<file path="config.mk">
export PLATFORM = sky130hd
export DESIGN_NAME = emig_top
export DESIGN_NICKNAME = d
export VERILOG_FILES = /design/src/logic/emig_top.v
export VERILOG_INCLUDE_DIRS = /design/src /design/src/logic
export SDC_FILE = /design/constraint.sdc
export NUM_CORES = 1
export LEC_CHECK = 0
export ABC_CLOCK_PERIOD_IN_PS = 2780
export BUFFER_PORTS_ARGS = -buffer_cell sky130_fd_sc_hd__buf_2
export CAP_MARGIN = 20
export CELL_PAD_IN_SITES_DETAIL_PLACEMENT = 1
export CELL_PAD_IN_SITES_GLOBAL_PLACEMENT = 1
export CORE_MARGIN = 2
export CORE_UTILIZATION = 40
export DETAILED_ROUTE_END_ITERATION = 12
export PLACE_DENSITY = 0.87
export SYNTH_ARGS = -nofsm -noshare
export SYNTH_HDL_FRONTEND = slang
export SYNTH_SLANG_ARGS = --single-unit
</file>
<file path="constraint.sdc">
create_clock -name aclk -period 2.78 [get_ports aclk]
set_input_delay 0.556 -clock aclk [delete_from_list [all_inputs] [get_ports aclk]]
set_output_delay 0.556 -clock aclk [all_outputs]
set_load 0.02 [all_outputs]
</file>
<file path="src/logic/emig_defs.vh">
// emig_defs.vh: constants for the event manager interrupt group block.
// assumes: included by emig_top.v only; register offsets are word indices.
// What this block does
// - group request high while flag set and unmasked
// - vector read gives highest-priority pending identifier
// - vector reads zero with nothing pending
// - three read-only vectors, six-bit identifier, upper zero
// - group A mask holds eleven enable bits
// - group B mask holds timers three and two
// - group C mask holds capture four to one
// - group A flags: timer one, compares, protect
// - group B flags: timers three and two
// - group C flags: capture four to one
// - timer compare flag only while compare enabled
`ifndef EMIG_DEFS_VH
`define EMIG_DEFS_VH

// register indices; byte address is four times the index
`define EMIG_IDX_MASK_A     15'h742C
`define EMIG_IDX_MASK_B     15'h742D
`define EMIG_IDX_MASK_C     15'h742E
`define EMIG_IDX_FLAG_A     15'h742F
`define EMIG_IDX_FLAG_B     15'h7430
`define EMIG_IDX_FLAG_C     15'h7431
`define EMIG_IDX_VEC_A      15'h7432
`define EMIG_IDX_VEC_B      15'h7433
`define EMIG_IDX_VEC_C      15'h7434
`define EMIG_IDX_TCTL_1     15'h7435
`define EMIG_IDX_TCTL_2     15'h7436
`define EMIG_IDX_TCTL_3     15'h7437
`define EMIG_IDX_IRQ_STAT   15'h7438
`define EMIG_IDX_IRQ_CLR    15'h7439
`define EMIG_IDX_IRQ_EN     15'h743A

// implemented bits per group, packed {c, b, a}
`define EMIG_VALID_ALL      48'h000F_00FF_07FF
// identifier base per group, six bits each, packed {c, b, a}; id = base + bit
// c = 6'h20, b = 6'h10, a = 6'h01; hex digits do not fall on six-bit fields
`define EMIG_ID_BASE_ALL    18'h20401
`define EMIG_ID_NONE        6'h00

// compare enable position inside each timer control word
`define EMIG_TCTL_CMP_EN    1
`define EMIG_RST_16         16'h0000

`define EMIG_RESP_OKAY      2'h0
`define EMIG_RESP_SLVERR    2'h2

`endif

</file>
<file path="src/logic/emig_top.v">
// emig_top.v: interrupt grouping of the event manager, axi4-lite slave.
// assumes: one clock aclk, event inputs are one-cycle pulses in aclk domain.
`timescale 1ns/1ps
`include "emig_defs.vh"

module emig_top
(
    input  wire         aclk,
    input  wire         aresetn,
    input  wire [16:0]  s_axi_awaddr,
    input  wire [2:0]   s_axi_awprot,
    input  wire         s_axi_awvalid,
    output wire         s_axi_awready,
    input  wire [31:0]  s_axi_wdata,
    input  wire [3:0]   s_axi_wstrb,
    input  wire         s_axi_wvalid,
    output wire         s_axi_wready,
    output reg  [1:0]   s_axi_bresp,
    output reg          s_axi_bvalid,
    input  wire         s_axi_bready,
    input  wire [16:0]  s_axi_araddr,
    input  wire [2:0]   s_axi_arprot,
    input  wire         s_axi_arvalid,
    output wire         s_axi_arready,
    output reg  [31:0]  s_axi_rdata,
    output reg  [1:0]   s_axi_rresp,
    output reg          s_axi_rvalid,
    input  wire         s_axi_rready,
    input  wire [10:0]  evt_group_a,
    input  wire [7:0]   evt_group_b,
    input  wire [3:0]   evt_group_c,
    input  wire [2:0]   gp_timer_compare_match,
    output wire [2:0]   group_irq_req,
    output reg  [2:0]   gp_timer_compare_action,
    output wire         irq
);

    // write channel holding registers
    reg                 aw_held;
    reg  [14:0]         aw_idx;
    reg                 w_held;
    reg  [15:0]         w_data;
    reg  [1:0]          w_strb;
    // timer control words, only the compare enable is kept
    reg  [2:0]          tctl_cmp_en;
    // block interrupt status, enable
    reg  [2:0]          irq_stat;
    reg  [2:0]          irq_en;
    reg  [2:0]          req_prev;

    wire                wr_fire;
    wire [15:0]         byte_mask;
    wire [15:0]         wr_bits;
    wire [2:0]          cmp_hit;
    wire [47:0]         evt_all;
    wire [47:0]         flag_all;
    wire [47:0]         mask_all;
    wire [17:0]         vec_all;
    wire [2:0]          req_rise;
    wire [14:0]         rd_idx;

    reg  [2:0]          wr_mask_sel;
    reg  [2:0]          wr_flag_sel;
    reg                 wr_tctl;
    reg  [1:0]          wr_tctl_num;
    reg                 wr_clr;
    reg                 wr_en;
    reg                 wr_ok;
    reg  [15:0]         rd_word;
    reg                 rd_ok;

    // both halves must be present; one write in flight at a time
    assign s_axi_awready = ~aw_held;
    assign s_axi_wready  = ~w_held;
    assign s_axi_arready = ~s_axi_rvalid;
    assign wr_fire       = aw_held & w_held & ~s_axi_bvalid;
    assign byte_mask     = {{8{w_strb[1]}}, {8{w_strb[0]}}};
    assign wr_bits       = w_data & byte_mask;
    assign rd_idx        = s_axi_araddr[16:2];

    // compare flags and actions pass only while compare is enabled
    assign cmp_hit = gp_timer_compare_match & tctl_cmp_en;

    // event placement into each group's flag word
    // timer one compare sits at bit eight; that event pin bit is unused
    assign evt_all[15:0]  = {5'h00, evt_group_a[10:9], cmp_hit[0], evt_group_a[7:0]};
    assign evt_all[31:16] = {8'h00, evt_group_b[7:6], cmp_hit[2], evt_group_b[4:2],
                             cmp_hit[1], evt_group_b[0]};
    assign evt_all[47:32] = {12'h000, evt_group_c};

    // write address decode
    always @*
    begin
        wr_mask_sel = 3'b000;
        wr_flag_sel = 3'b000;
        wr_tctl     = 1'b0;
        wr_tctl_num = 2'd0;
        wr_clr      = 1'b0;
        wr_en       = 1'b0;
        wr_ok       = 1'b1;
        case (aw_idx)
            `EMIG_IDX_MASK_A:   wr_mask_sel = 3'b001;
            `EMIG_IDX_MASK_B:   wr_mask_sel = 3'b010;
            `EMIG_IDX_MASK_C:   wr_mask_sel = 3'b100;
            `EMIG_IDX_FLAG_A:   wr_flag_sel = 3'b001;
            `EMIG_IDX_FLAG_B:   wr_flag_sel = 3'b010;
            `EMIG_IDX_FLAG_C:   wr_flag_sel = 3'b100;
            // vectors are read-only; writes accepted and dropped
            `EMIG_IDX_VEC_A,
            `EMIG_IDX_VEC_B,
            `EMIG_IDX_VEC_C:    wr_ok = 1'b1;
            // timer control words keep only their compare enable
            `EMIG_IDX_TCTL_1:
            begin
                wr_tctl     = 1'b1;
                wr_tctl_num = 2'd0;
            end
            `EMIG_IDX_TCTL_2:
            begin
                wr_tctl     = 1'b1;
                wr_tctl_num = 2'd1;
            end
            `EMIG_IDX_TCTL_3:
            begin
                wr_tctl     = 1'b1;
                wr_tctl_num = 2'd2;
            end
            `EMIG_IDX_IRQ_STAT: wr_ok = 1'b1;
            `EMIG_IDX_IRQ_CLR:  wr_clr = 1'b1;
            `EMIG_IDX_IRQ_EN:   wr_en = 1'b1;
            default:            wr_ok = 1'b0;
        endcase
    end

    // per group mask, flags, request and vector
    genvar g;
    generate
        for (g = 0; g < 3; g = g + 1)
        begin : grp
            localparam [47:0] VALIDS = `EMIG_VALID_ALL;
            localparam [17:0] BASES  = `EMIG_ID_BASE_ALL;
            localparam [15:0] VALID  = VALIDS[g*16 +: 16];
            localparam [5:0]  BASE   = BASES[g*6 +: 6];
            reg  [15:0] mask;
            reg  [15:0] flag;
            reg  [5:0]  vec_id;
            wire [15:0] pend;
            wire [15:0] flag_clr;
            integer     i;

            // mask: lane-wise write, reserved bits stay zero
            always @(posedge aclk)
            begin
                if (!aresetn)
                    mask <= `EMIG_RST_16;
                else if (wr_fire && wr_mask_sel[g])
                    mask <= ((mask & ~byte_mask) | wr_bits) & VALID;
            end

            // flags: one clears, new event in same cycle wins
            assign flag_clr = (wr_fire && wr_flag_sel[g]) ? wr_bits : 16'h0000;
            always @(posedge aclk)
            begin
                if (!aresetn)
                    flag <= `EMIG_RST_16;
                else
                    flag <= ((flag & ~flag_clr) | evt_all[g*16 +: 16]) & VALID;
            end

            // a masked flag still latches; the mask gates the request and the vector
            assign pend             = flag & mask;
            assign group_irq_req[g] = |pend;

            // lowest pending bit wins since the loop ends on bit zero
            always @*
            begin
                vec_id = `EMIG_ID_NONE;
                for (i = 15; i >= 0; i = i - 1)
                    if (pend[i])
                        vec_id = BASE + i[5:0];
            end

            assign flag_all[g*16 +: 16] = flag;
            assign mask_all[g*16 +: 16] = mask;
            assign vec_all[g*6 +: 6]    = vec_id;
        end
    endgenerate

    // a group event is its request going high
    assign req_rise = group_irq_req & ~req_prev;
    assign irq      = |(irq_stat & irq_en);

    // timer compare enables, block interrupt registers
    always @(posedge aclk)
    begin
        if (!aresetn)
        begin
            tctl_cmp_en             <= 3'b000;
            irq_stat                <= 3'b000;
            irq_en                  <= 3'b000;
            req_prev                <= 3'b000;
            gp_timer_compare_action <= 3'b000;
        end
        else
        begin
            req_prev                <= group_irq_req;
            gp_timer_compare_action <= cmp_hit;
            if (wr_fire && wr_tctl && w_strb[0])
                tctl_cmp_en[wr_tctl_num] <= w_data[`EMIG_TCTL_CMP_EN];
            if (wr_fire && wr_en)
                irq_en <= (irq_en & ~byte_mask[2:0]) | wr_bits[2:0];
            // set beats clear so no request edge is lost
            if (wr_fire && wr_clr)
                irq_stat <= (irq_stat & ~wr_bits[2:0]) | req_rise;
            else
                irq_stat <= irq_stat | req_rise;
        end
    end

    // write address and data are taken in either order
    always @(posedge aclk)
    begin
        if (!aresetn)
        begin
            aw_held      <= 1'b0;
            aw_idx       <= 15'h0000;
            w_held       <= 1'b0;
            w_data       <= 16'h0000;
            w_strb       <= 2'b00;
            s_axi_bvalid <= 1'b0;
            s_axi_bresp  <= `EMIG_RESP_OKAY;
        end
        else
        begin
            if (s_axi_awvalid && !aw_held)
            begin
                aw_held <= 1'b1;
                aw_idx  <= s_axi_awaddr[16:2];
            end
            if (s_axi_wvalid && !w_held)
            begin
                w_held <= 1'b1;
                w_data <= s_axi_wdata[15:0];
                w_strb <= s_axi_wstrb[1:0];
            end
            // a new write waits until the last answer has been taken
            if (wr_fire)
            begin
                aw_held      <= 1'b0;
                w_held       <= 1'b0;
                s_axi_bvalid <= 1'b1;
                s_axi_bresp  <= wr_ok ? `EMIG_RESP_OKAY : `EMIG_RESP_SLVERR;
            end
            else if (s_axi_bvalid && s_axi_bready)
                s_axi_bvalid <= 1'b0;
        end
    end

    // read decode; unmapped words answer slverr with zero data
    always @*
    begin
        rd_word = 16'h0000;
        rd_ok   = 1'b1;
        case (rd_idx)
            `EMIG_IDX_MASK_A:   rd_word = mask_all[15:0];
            `EMIG_IDX_MASK_B:   rd_word = mask_all[31:16];
            `EMIG_IDX_MASK_C:   rd_word = mask_all[47:32];
            `EMIG_IDX_FLAG_A:   rd_word = flag_all[15:0];
            `EMIG_IDX_FLAG_B:   rd_word = flag_all[31:16];
            `EMIG_IDX_FLAG_C:   rd_word = flag_all[47:32];
            `EMIG_IDX_VEC_A:    rd_word = {10'h000, vec_all[5:0]};
            `EMIG_IDX_VEC_B:    rd_word = {10'h000, vec_all[11:6]};
            `EMIG_IDX_VEC_C:    rd_word = {10'h000, vec_all[17:12]};
            `EMIG_IDX_TCTL_1:   rd_word = {14'h0000, tctl_cmp_en[0], 1'b0};
            `EMIG_IDX_TCTL_2:   rd_word = {14'h0000, tctl_cmp_en[1], 1'b0};
            `EMIG_IDX_TCTL_3:   rd_word = {14'h0000, tctl_cmp_en[2], 1'b0};
            `EMIG_IDX_IRQ_STAT: rd_word = {13'h0000, irq_stat};
            `EMIG_IDX_IRQ_CLR:  rd_word = 16'h0000;
            `EMIG_IDX_IRQ_EN:   rd_word = {13'h0000, irq_en};
            default:            rd_ok = 1'b0;
        endcase
    end

    // read answer is captured at the address handshake
    always @(posedge aclk)
    begin
        if (!aresetn)
        begin
            s_axi_rvalid <= 1'b0;
            s_axi_rdata  <= 32'h0000_0000;
            s_axi_rresp  <= `EMIG_RESP_OKAY;
        end
        else if (s_axi_arvalid && !s_axi_rvalid)
        begin
            s_axi_rvalid <= 1'b1;
            s_axi_rdata  <= {16'h0000, rd_word};
            s_axi_rresp  <= rd_ok ? `EMIG_RESP_OKAY : `EMIG_RESP_SLVERR;
        end
        else if (s_axi_rvalid && s_axi_rready)
            s_axi_rvalid <= 1'b0;
    end

endmodule // emig_top
</file>
# [Word-level counts from Yosys, hierarchy flattened]
# Index checks and enable logic that the tools add are counted.
[word_totals] in_bits=109 output_inout_bits=48 wordCells=190 register_bits=113
[classes] magnitude_cmp=2 mux=70 bitwise=38 eq_ne=30 n_reduce_logical=29
[ops] op="$eq A15 B15 Y1 const B" n=30
[ops] op="$mux W6" n=46
[ops] op="$pmux W11 S14" n=1
[ops] op="$reduce_or A16 Y1" n=3
[ops] op="$and A11 B11 Y11" n=4
[ops] op="$reduce_or A15 Y1" n=2
[ops] op="$and A8 B8 Y8" n=3
[ops] op="$not A11 Y11" n=2
[ops] op="$or A11 B11 Y11" n=2
[ops] op="$pmux W3 S3" n=2
[ops] op="$logic_and A1 B1 Y1" n=16
[ops] op="$or A8 B8 Y8" n=2
[ops] op="$and A3 B3 Y3" n=5
[ops] op="$and A4 B4 Y4" n=3
[ops] op="$mux W11" n=1
[ops] op="$mux W1" n=10
[ops] op="$mux W5" n=2
[ops] op="$not A3 Y3" n=3
[ops] op="$or A3 B3 Y3" n=3
[ops] op="$mux W8" n=1
[ops] op="$not A8 Y8" n=1
[ops] op="$or A4 B4 Y4" n=2
[ops] op="$reduce_or A3 Y1" n=2
[ops] op="$not A1 Y1" n=5
[ops] op="other kinds (13)" n=18

# [Depth between registers and ports, before layout]
# Gate-level depths: netlist (run 1).
[logic_depth] ltp_word=17 ltp_mapped=8

# [Worst setup path after synthesis (run 1)]
# OpenSTA, ideal clock, no wires.
[synth_timing] kind="input to register" start="input port s_axi_araddr[3]" end="register s_axi_rdata[1]" arrival_ps=1994 n_path_buf=1 path_slack_ps=728 setup_time_ps=58 cell_stages=6 cell_sequence="buf_6 or4_4 nor4b_4 a21oi_1 nand4_1 o221a_2"
[synth_between] elab_chain_cells=2 elab_cells_between_ends=15
[synth_lines] item="start: declaration" line_no="emig_top.v:21" source="input wire [16:0] s_axi_araddr,"
[synth_lines] item="$eq A15 B15 Y1" line_no="emig_top.v:264" source="case (rd_idx)"
[synth_lines] item="$pmux W11 S14 *" line_no="emig_top.v:264"
[synth_lines] item="end signal: assignment" line_no="emig_top.v:296" source="s_axi_rdata <= {16'h0000, rd_word};"
[synth_lines] item="end: declaration" line_no="emig_top.v:25" source="output reg [31:0] s_axi_rdata,"
# Mark *: on every way between the ends. The rest lies on a longest branch, timed or not.
# A chain may end at the register's enable or synchronous reset.

# [Final worst setup path (run 1)]
[layout_timing] start="register grp[1].flag[5]" end="output port group_irq_req[1]"
[layout_between] elab_chain_cells=2
[layout_lines] item="start: declaration" line_no="emig_top.v:145" source="reg [15:0] flag;"
[layout_lines] item="start signal: assignment" line_no="emig_top.v:165" source="flag <= `EMIG_RST_16;"
[layout_lines] item="start signal: assignment" line_no="emig_top.v:167" source="flag <= ((flag & ~flag_clr) | evt_all[g*16 +: 16]) & VALID;"
[layout_lines] item="$and A8 B8 Y8" line_no="emig_top.v:171" source="assign pend = flag & mask;"
[layout_lines] item="$reduce_or A16 Y1" line_no="emig_top.v:172" source="assign group_irq_req[g] = |pend;"
[layout_lines] item="end: declaration" line_no="emig_top.v:33" source="output wire [2:0] group_irq_req,"
# No other way between the ends.

==> run_results.csv, run 1 <==
group,metric,value,unit
timing,period_needed,2.23,ns
global_route,antenna_found_initial,0,
setup_path,timing.rr.start,"aw_idx[6]",
route,antenna_left,0,
timing,skew,0.00778,ns
setup_path,cp.arrival,1.67,ns
power_and_ir_drop,fin_total_pwr,0.00322,W
synthesis,synth_largest_area_cell,"dfxtp_1",
setup_path,cp-start-kind,"flop",
global_route,track_usage,0.243,
route,drc_errors,0,
route,wl_per_cell,18.7,um
placement,dp_hpwl,13000,um
synthesis,async_flop_share,0,
floorplan,die-area,0.0141,mm^2
floorplan,initial_utilization,0.414,
worst_hold_path,hold_class,"input port to flop",
synthesis,synth.area.mux_share,0.0192,
setup_path,startpoint,"grp[1].flag[5]",
run_status,status,"finished, final reports clean",
setup_path,cp-end-kind,"output port",
synthesis,synthAdderAreaFrac,0,
timing,slew_headroom,0.401,
global_route,grt_max_degree,106,
finish,fin_util,0.482,
route,vias,5131,
global_route,grt_pass1_wl,27400,um
power_and_ir_drop,peakVddDrop,235,uV
floorplan,ios,157,
synthesis,yosys-top-cells-area,"dfxtp_1 (40%), nand2_1 (9.0%), o21ai_0 (4.8%), a21boi_0 (4.8%), nand3_1 (3.6%)",
synthesis,yosys.area.top_type_share,0.403,
clock_tree,cts_buffers,9,
synthesis,ys_seq_elements,106,
timing,finalHoldViolCount,0,
floorplan,die_h,119,um
finish,fillers,1590,
setup_path,r2r_cells,6,
clock_tree,clock_sinks,106,
finish,diodes,0,
synthesis,synth_compound_area_frac,0.229,
timing,fmax,0.449,GHz
clock_tree,clk_pin_slew,0.07,ns
route,detail_route.first_pass.iterations,5,
timing,rsz0062_at_grt,"false",
synthesis,avgSynthCellArea,8.17,um^2
synthesis,yosysSeqAreaShare,0.403,
clock_tree,cts_setup_buffers,0,
timing,period_share,0.802,
timing,slew_viol_final,0,
timing,finalSetupTns,0,ns
clock_tree,cts_tree,"done",
placement,place_ws,0.301,ns
timing,finalWorstSetupSlack,0.551,ns
setup_path,rr_endpoint,"grp[1].flag[5]",
synthesis,synth_top_family_by_area,"simple AND/OR/NAND/NOR gates",
finish,area_delta_synth_final,16.4,%
setup_path,crit_path_max_fanout,4,
floorplan,num_rows,41,
setup_path,worstSetupPathType,"flop to output port",
synthesis,synthDistinctLibCells,59,
worst_hold_path,holdPathEnd,"grp[2].flag[2]",
clock_tree,clockRootBuffer,"clkbuf_16",
clock_tree,ctsResizeCount,0,
placement,numPortBuffers,97,
synthesis,ys_warn_count,0,
synthesis,yosys.area_share.simple,0.284,
clock_tree,holdBufCountCts,0,
route,drt_wl_total,17000,um
floorplan,chipWidth,119,um
power_and_ir_drop,pwr_density_cell,525,mW/mm^2
synthesis,synth-main-ff-cell,"dfxtp_1",
synthesis,synth_edf_count,0,
synthesis,synthXorXnorAreaFrac,0,
worst_hold_path,hold_start,"evt_group_c[2]",
global_route,grt_overflow_total,0,
run,cap_violations,0,
placement,gp_congestion,0.868,
route,viasPerCell,5.65,
power_and_ir_drop,p_leak,2.43,nW
clock_tree,clock_latency,0.35,ns
setup_path,reg2reg_slack,0.56,ns
clock_tree,cts-htree-levels,3,
setup_path,required,2.22,ns
timing,setup_violations,0,
timing,worst_slew_pin_slew,0.897,ns
finish,drive_above_1_share,0.183,
synthesis,synthCells,645,
worst_hold_path,min_path_cells,2,
synthesis,syn-cell-area,0.00527,mm^2
finish,final_nets,841,
global_route,grt_pass1_vias,5243,
route,drt_iter0_drc,422,
floorplan,fp.coreArea,0.0127,mm^2
clock_tree,cts_buffer_depth,2,
-- critical path: stages, from the launching register on --
cell     delay [ns]
dfxtp_1        0.38
a22o_1         0.28
nor2b_1        0.16
nand3_1        0.25
buf_2          0.25
-- cell type report --
cell class                 instances  area, um^2  share of cell area
multi-input combinational        497        2890               0.471
clock inverter                     4        52.6             0.00857
clock buffer                      11         243              0.0396
tap                              172         215              0.0351
timing repair buffer             106         566              0.0922
inverter                          12        45.0             0.00734
sequential                       106        2120               0.346
-- kinds of logic (layout without fill, tap and decap cells) --
| family | after synthesis | in the layout |
|---|---|---|
| and+or+nand+nor | 286 | 286 |
| AOI/OAI and AO/OA | 178 | 178 |
| DFF | 106 | 106 |
| buffers and inverters | 64 | 133 |
| muxes | 10 | 10 |
| other | 1 | 23 |
-- metal layers --
| metal | part of all wire | track usage | wire (um) | vias up |
|---|---|---|---|---|
| li1 | - | - | - | 2441 |
| met1 | 0.44 | 0.320 | 7570 | 2473 |
| met2 | 0.47 | 0.402 | 8060 | 181 |
| met3 | 0.055 | 0.0367 | 931 | 36 |
| met4 | 0.027 | 0.0900 | 457 | 0 |
| met5 | 0 | 0 | 0 | - |
-- synth_stat cells (5+ instances only) --
cell      count
a21boi_0     34
a21oi_1      14
a22o_1        6
a22oi_1      16
a31oi_1      10
and2_1        5
and3_1        5
buf_2         5
buf_4        23
clkbuf_1     20
dfxtp_1     106
inv_1        12
mux2i_1       9
nand2_1     127
nand2b_1     10
nand3_1      38
nand4_1      11
nor2_1       26
nor2b_1      21
nor3_1       12
o21a_1       17
o21ai_0      51
-- how the worst max path moves through the flow --
stage,depth (start not counted),slack (ns),end
after detailed placement,7,0.30,s_axi_rdata[4]
after global placement,7,0.40,s_axi_rdata[4]
after CTS,4,0.54,group_irq_req[1]
final,4,0.55,group_irq_req[1]
after global routing,6,0.47,flop
after floorplan,6,0.73,s_axi_rdata[1]
-- cells in the final DEF (no fill, tap or decap), types with 5 or more instances in the layout --
cell type / count
nand3_1: 38
nand4_1: 11
a21boi_0: 34
nor3_1: 12
buf_4: 8
a22oi_1: 16
a31oi_1: 10
and3_1: 5
nor2b_1: 21
mux2i_1: 9
clkbuf_16: 9
o21a_1: 17
nand2b_1: 10
nand2_1: 127
buf_2: 97
a22o_1: 6
dfxtp_1: 106
inv_1: 12
a21oi_1: 14
nor2_1: 26
and2_1: 5
o21ai_0: 51
conb_1: 23
-- through the flow --
step	std cells	hold slack [ns]	instance area, um^2
floorplan	667	0.399	5350
global placement	893	0.407	5840
detailed placement	893	0.426	5840
CTS	908	0.416	6130
global route	908	0.422	6130
finish	908	0.416	6130
-- where the power goes --
group	total, W	switching (W)	internal, W
clock	0.00128	0.000562	0.000720
sequential	0.00163	0.0000642	0.00157
combinational	0.000307	0.000191	0.000115
No activity file was read; power rests on OpenSTA's default activity.
==> run 2: changes to the inputs <==
ABC_CLOCK_PERIOD_IN_PS = 2000   (was 2780)
CORE_UTILIZATION = 34   (was 40)
PLACE_DENSITY = 0.79   (was 0.87)
clock period = 2 ns   (was 2.78 ns; I/O delays follow)
==> run_results.csv, run 2 (synthesis results as in run 1) <==
group,metric,value,unit
power_and_ir_drop,seq_power_share,0.498,
power_and_ir_drop,pwr_density_cell,697,mW/mm^2
power_and_ir_drop,p_leak,2.66,nW
setup_path,cp-end-kind,"flop",
clock_tree,clockRootBuffer,"clkbuf_16",
floorplan,ios,157,
run_status,status,"finished, final reports clean",
power_and_ir_drop,p_sw,0.00116,W
route,drt_wl_total,17800,um
placement,numPortBuffers,97,
power_and_ir_drop,peakVddDrop,450,uV
timing,period_needed,1.96,ns
clock_tree,clk_pin_slew,0.07,ns
worst_hold_path,hold_class,"input port to flop",
power_and_ir_drop,combPwrFrac,0.102,
setup_path,worstSetupPathType,"flop to flop",
route,antenna_left,0,
finish,area_delta_synth_final,23.8,%
floorplan,die-area,0.0165,mm^2
setup_path,cp-start-kind,"flop",
run,cap_violations,0,
finish,diodes,0,
finish,final_nets,876,
finish,mostFrequentLayoutCell,"nand2_1",
global_route,antenna_found_initial,0,
timing,rsz0062_at_grt,"true",
route,viasPerCell,5.53,
route,vias,5293,
setup_path,required,2.25,ns
route,wl_per_cell,18.6,um
timing,slew_viol_final,0,
global_route,grt_max_degree,106,
placement,gp_congestion,0.878,
global_route,grt_overflow_total,0,
route,detail_route.first_pass.iterations,5,
clock_tree,cts_tree,"done",
clock_tree,cts_buffer_depth,2,
setup_path,crit_path_max_fanout,5,
timing,finalHoldViolCount,0,
clock_tree,cts-htree-levels,3,
global_route,track_usage,0.220,
floorplan,num_rows,45,
power_and_ir_drop,fin_total_pwr,0.00455,W
timing,hold_ws,0.257,ns
setup_path,cp.arrival,2.21,ns
route,drt_iter0_drc,278,
global_route,grt_pass1_vias,5468,
timing,finalSetupTns,0,ns
placement,dp_hpwl,13600,um
floorplan,fp.coreArea,0.0152,mm^2
power_and_ir_drop,clkPwrFrac,0.400,
timing,skew,0.00747,ns
floorplan,die_h,129,um
power_and_ir_drop,internal_power,0.00339,W
floorplan,chipWidth,129,um
timing,fmax,0.509,GHz
timing,period_share,0.982,
finish,drive_above_1_share,0.242,
route,drc_errors,0,
clock_tree,holdBufCountCts,0,
clock_tree,clock_sinks,106,
floorplan,initial_utilization,0.347,
finish,final_cell_mix,"nand2_1 (127), dfxtp_1 (103), buf_2 (97)",
clock_tree,clock_latency,0.36,ns
global_route,grt_pass1_wl,28600,um
clock_tree,cts_buffers,9,
timing,setup_violations,0,
power_and_ir_drop,switching_share,0.254,
[run 2: critical path, stage by stage, from the launching register on]
cell,delay [ns]
dfxtp_2,0.33
or4b_4,0.54
nor4_4,0.15
buf_4,0.19
nand4b_4,0.13
buf_12,0.17
o21a_1,0.17
o21a_1,0.16
[run 2: layer usage]
layer / global-route usage / vias up / share of wire
li1: - / 2517 / -
met1: 0.292 / 2589 / 0.46
met2: 0.373 / 165 / 0.47
met3: 0.0320 / 22 / 0.048
met4: 0.0665 / 0 / 0.016
met5: 0 / - / 0
[run 2: power groups by stage]
stage	registers (W)	logic (W)	clock network (W)
after floorplan	0.00228	0.000304	0
after global placement	0.00230	0.000438	0
after detailed placement	0.00231	0.000460	0
after CTS	0.00226	0.000464	0.00184
after global routing	0.00228	0.000515	0.00191
final	0.00227	0.000462	0.00182
[run 2: cell type report]
type | instances | area (um^2)
Fill cell | 1893 | 8680
Multi-Input combinational cell | 497 | 2980
Sequential cell | 106 | 2130
Timing Repair Buffer | 141 | 841
Clock buffer | 12 | 256
Tap cell | 188 | 235
Inverter | 12 | 45.0
Clock inverter | 2 | 37.5
[run 2: stage by stage]
stage	area (um^2)	setup WS, ns	std cells	util
after floorplan	5350	0.104	667	-
after global placement	6110	-0.0255	943	0.402
after detailed placement	6110	-0.0526	943	0.402
after CTS	6470	0.00602	958	0.425
after global routing	6530	-0.0993	958	0.429
final	6530	0.0364	958	0.429
[run 2: worst paths after layout]
kind                         end  cells past startpoint  slack (ns)           start
setup reg to reg  grp[1].flag[2]                      7        0.04       aw_idx[6]
hold reg to reg      irq_stat[0]                      1        0.43     req_prev[0]
hold / removal    grp[2].flag[1]                      2        0.26  evt_group_c[1]
setup / recovery  grp[1].flag[2]                      7        0.04       aw_idx[6]
[run 2: timing repair]
item	4_1_cts	5_1_grt
pin swaps	2	9
setup buffers	1	1
setup endpoints to repair	6	37
gates resized for setup	11	18
==> run 3: changes to the inputs <==
ABC_CLOCK_PERIOD_IN_PS = 1800   (was 2000)
SLEW_MARGIN = 20   (was not set)
clock period = 1.8 ns   (was 2 ns; I/O delays follow)
==> run_results.csv, run 3 (synthesis results as in run 1) <==
group,metric,value,unit
clock_tree,clk_pin_slew,0.08,ns
finish,diodes,0,
power_and_ir_drop,pwr_density_cell,719,mW/mm^2
clock_tree,cts_buffer_depth,2,
global_route,grt_pass1_wl,30900,um
route,drc_errors,0,
floorplan,die_h,129,um
timing,fmax,0.493,GHz
timing,slew_viol_final,0,
timing,worst_slew_pin_slew,0.504,ns
run_status,violations,"negative setup slack",
clock_tree,cts_buffers,9,
setup_path,required,2.02,ns
clock_tree,clock_latency,0.36,ns
floorplan,fp.coreArea,0.0152,mm^2
clock_tree,cts_tree,"done",
floorplan,chipWidth,129,um
placement,gp_congestion,0.895,
finish,area_delta_synth_final,37.6,%
clock_tree,clockRootBuffer,"clkbuf_16",
floorplan,initial_utilization,0.347,
timing,period_needed,2.03,ns
global_route,antenna_found_initial,0,
route,vias,5717,
setup_path,cp.arrival,2.24,ns
floorplan,die-area,0.0165,mm^2
finish,drive_above_1_share,0.356,
power_and_ir_drop,p_leak,2.98,nW
placement,place_area,0.00638,mm^2
finish,final_cell_mix,"nand2_1 (123), dfxtp_1 (98), buf_2 (95)",
route,drt_wl_total,21100,um
timing,finalHoldViolCount,0,
route,drt_iter0_drc,354,
route,detail_route.first_pass.iterations,5,
finish,final_cells,1003,
clock_tree,cts-htree-levels,3,
finish,seqCellArea,0.00213,mm^2
global_route,track_usage,0.240,
placement,place_ws,-0.239,ns
power_and_ir_drop,fin_total_pwr,0.00521,W
timing,finalWorstSetupSlack,-0.228,ns
timing,setup_violations,57,
placement,dp_hpwl,14800,um
setup_path,worstSetupPathType,"flop to flop",
finish,fillers,1811,
timing,rsz0062_at_grt,"true",
clock_tree,holdBufCountCts,0,
finish,finalInstanceArea,0.00725,mm^2
finish,multiInputGateArea,0.00326,mm^2
run_status,status,"finished with violations",
finish,final_nets,919,
global_route,grt_max_degree,81,
route,viasPerCell,5.70,
floorplan,ios,157,
power_and_ir_drop,peakVddDrop,385,uV
setup_path,crit_path_max_fanout,8,
finish,mostFrequentLayoutCell,"nand2_1",
clock_tree,clock_sinks,106,
global_route,grt_overflow_total,0,
worst_hold_path,hold_class,"input port to flop",
route,wl_per_cell,21.1,um
timing,skew,0.00942,ns
placement,dp_cells,972,
global_route,grt_pass1_vias,5865,
setup_path,cp-end-kind,"flop",
finish,fin_util,0.477,
placement,numPortBuffers,97,
setup_path,cp-start-kind,"flop",
floorplan,num_rows,45,
run,cap_violations,0,
timing,slew_headroom,0.663,
timing,period_share,1.13,
route,antenna_left,0,
[run 3: cell count changes in the layout (fill, tap and decap cells not counted), sizes merged]
cell      before  now
inv           12   15
buf          141  183
clkinvlp       1    2
clkinv         0    1
clkbuf        12   10
[run 3: cell type report]
| type | instances | area share |
|---|---|---|
| clock buffers | 9 | 0.0311 |
| clock inverters | 7 | 0.0105 |
| inverters | 12 | 0.00621 |
| multi-input cells | 497 | 0.449 |
| flip-flops and latches | 106 | 0.294 |
| well taps | 188 | 0.0324 |
| repair buffers | 184 | 0.176 |
[run 3: power by group]
part           total (W)  internal [W]  switching, W
clock            0.00207       0.00109      0.000978
combinational   0.000626      0.000260      0.000366
sequential       0.00252       0.00242     0.0000933
total            0.00521       0.00378       0.00144
[run 3: repair_timing]
item	4_1_cts	5_1_grt
resized for setup	62	72
endpoints found under the setup margin	56	60
cloned	1	1
setup buffers	6	7
pin swaps	21	25
[run 3: critical path, cell delays in order (launching register included)]
cell and delay (ns):
dfxtp_2 0.33, or4_4 0.56, nor4_4 0.25, and3_4 0.29
nand2_4 0.08, buf_12 0.16, nand3_4 0.11, o21ai_2 0.10
[run 3: worst paths after layout]
check | from | endpoint | slack (ns) | cells past startpoint
hold / removal | evt_group_c[2] | grp[2].flag[2] | 0.21 | 2
hold reg to reg | req_prev[0] | irq_stat[0] | 0.42 | 1
setup reg to reg | aw_idx[9] | flop | -0.23 | 7
setup / recovery | aw_idx[9] | flop | -0.23 | 7
[run 3: through the flow]
step	hold WS (ns)	setup TNS (ns)
after floorplan	0.399	-0.0241
after global placement	0.404	-4.44
after detailed placement	0.423	-7.91
after CTS	0.208	-8.61
after global routing	0.211	-11.29
final	0.207	-7.08
[run 3: layer usage]
metal / wire [um] / part of all wire / track usage / vias to the layer above
met2: 10200 / 0.48 / 0.419 / 236
met5: 0 / 0 / 0 / -
met4: 822 / 0.039 / 0.0978 / 0
li1: - / - / - / 2606
met1: 8960 / 0.42 / 0.298 / 2815
met3: 1110 / 0.053 / 0.0374 / 60
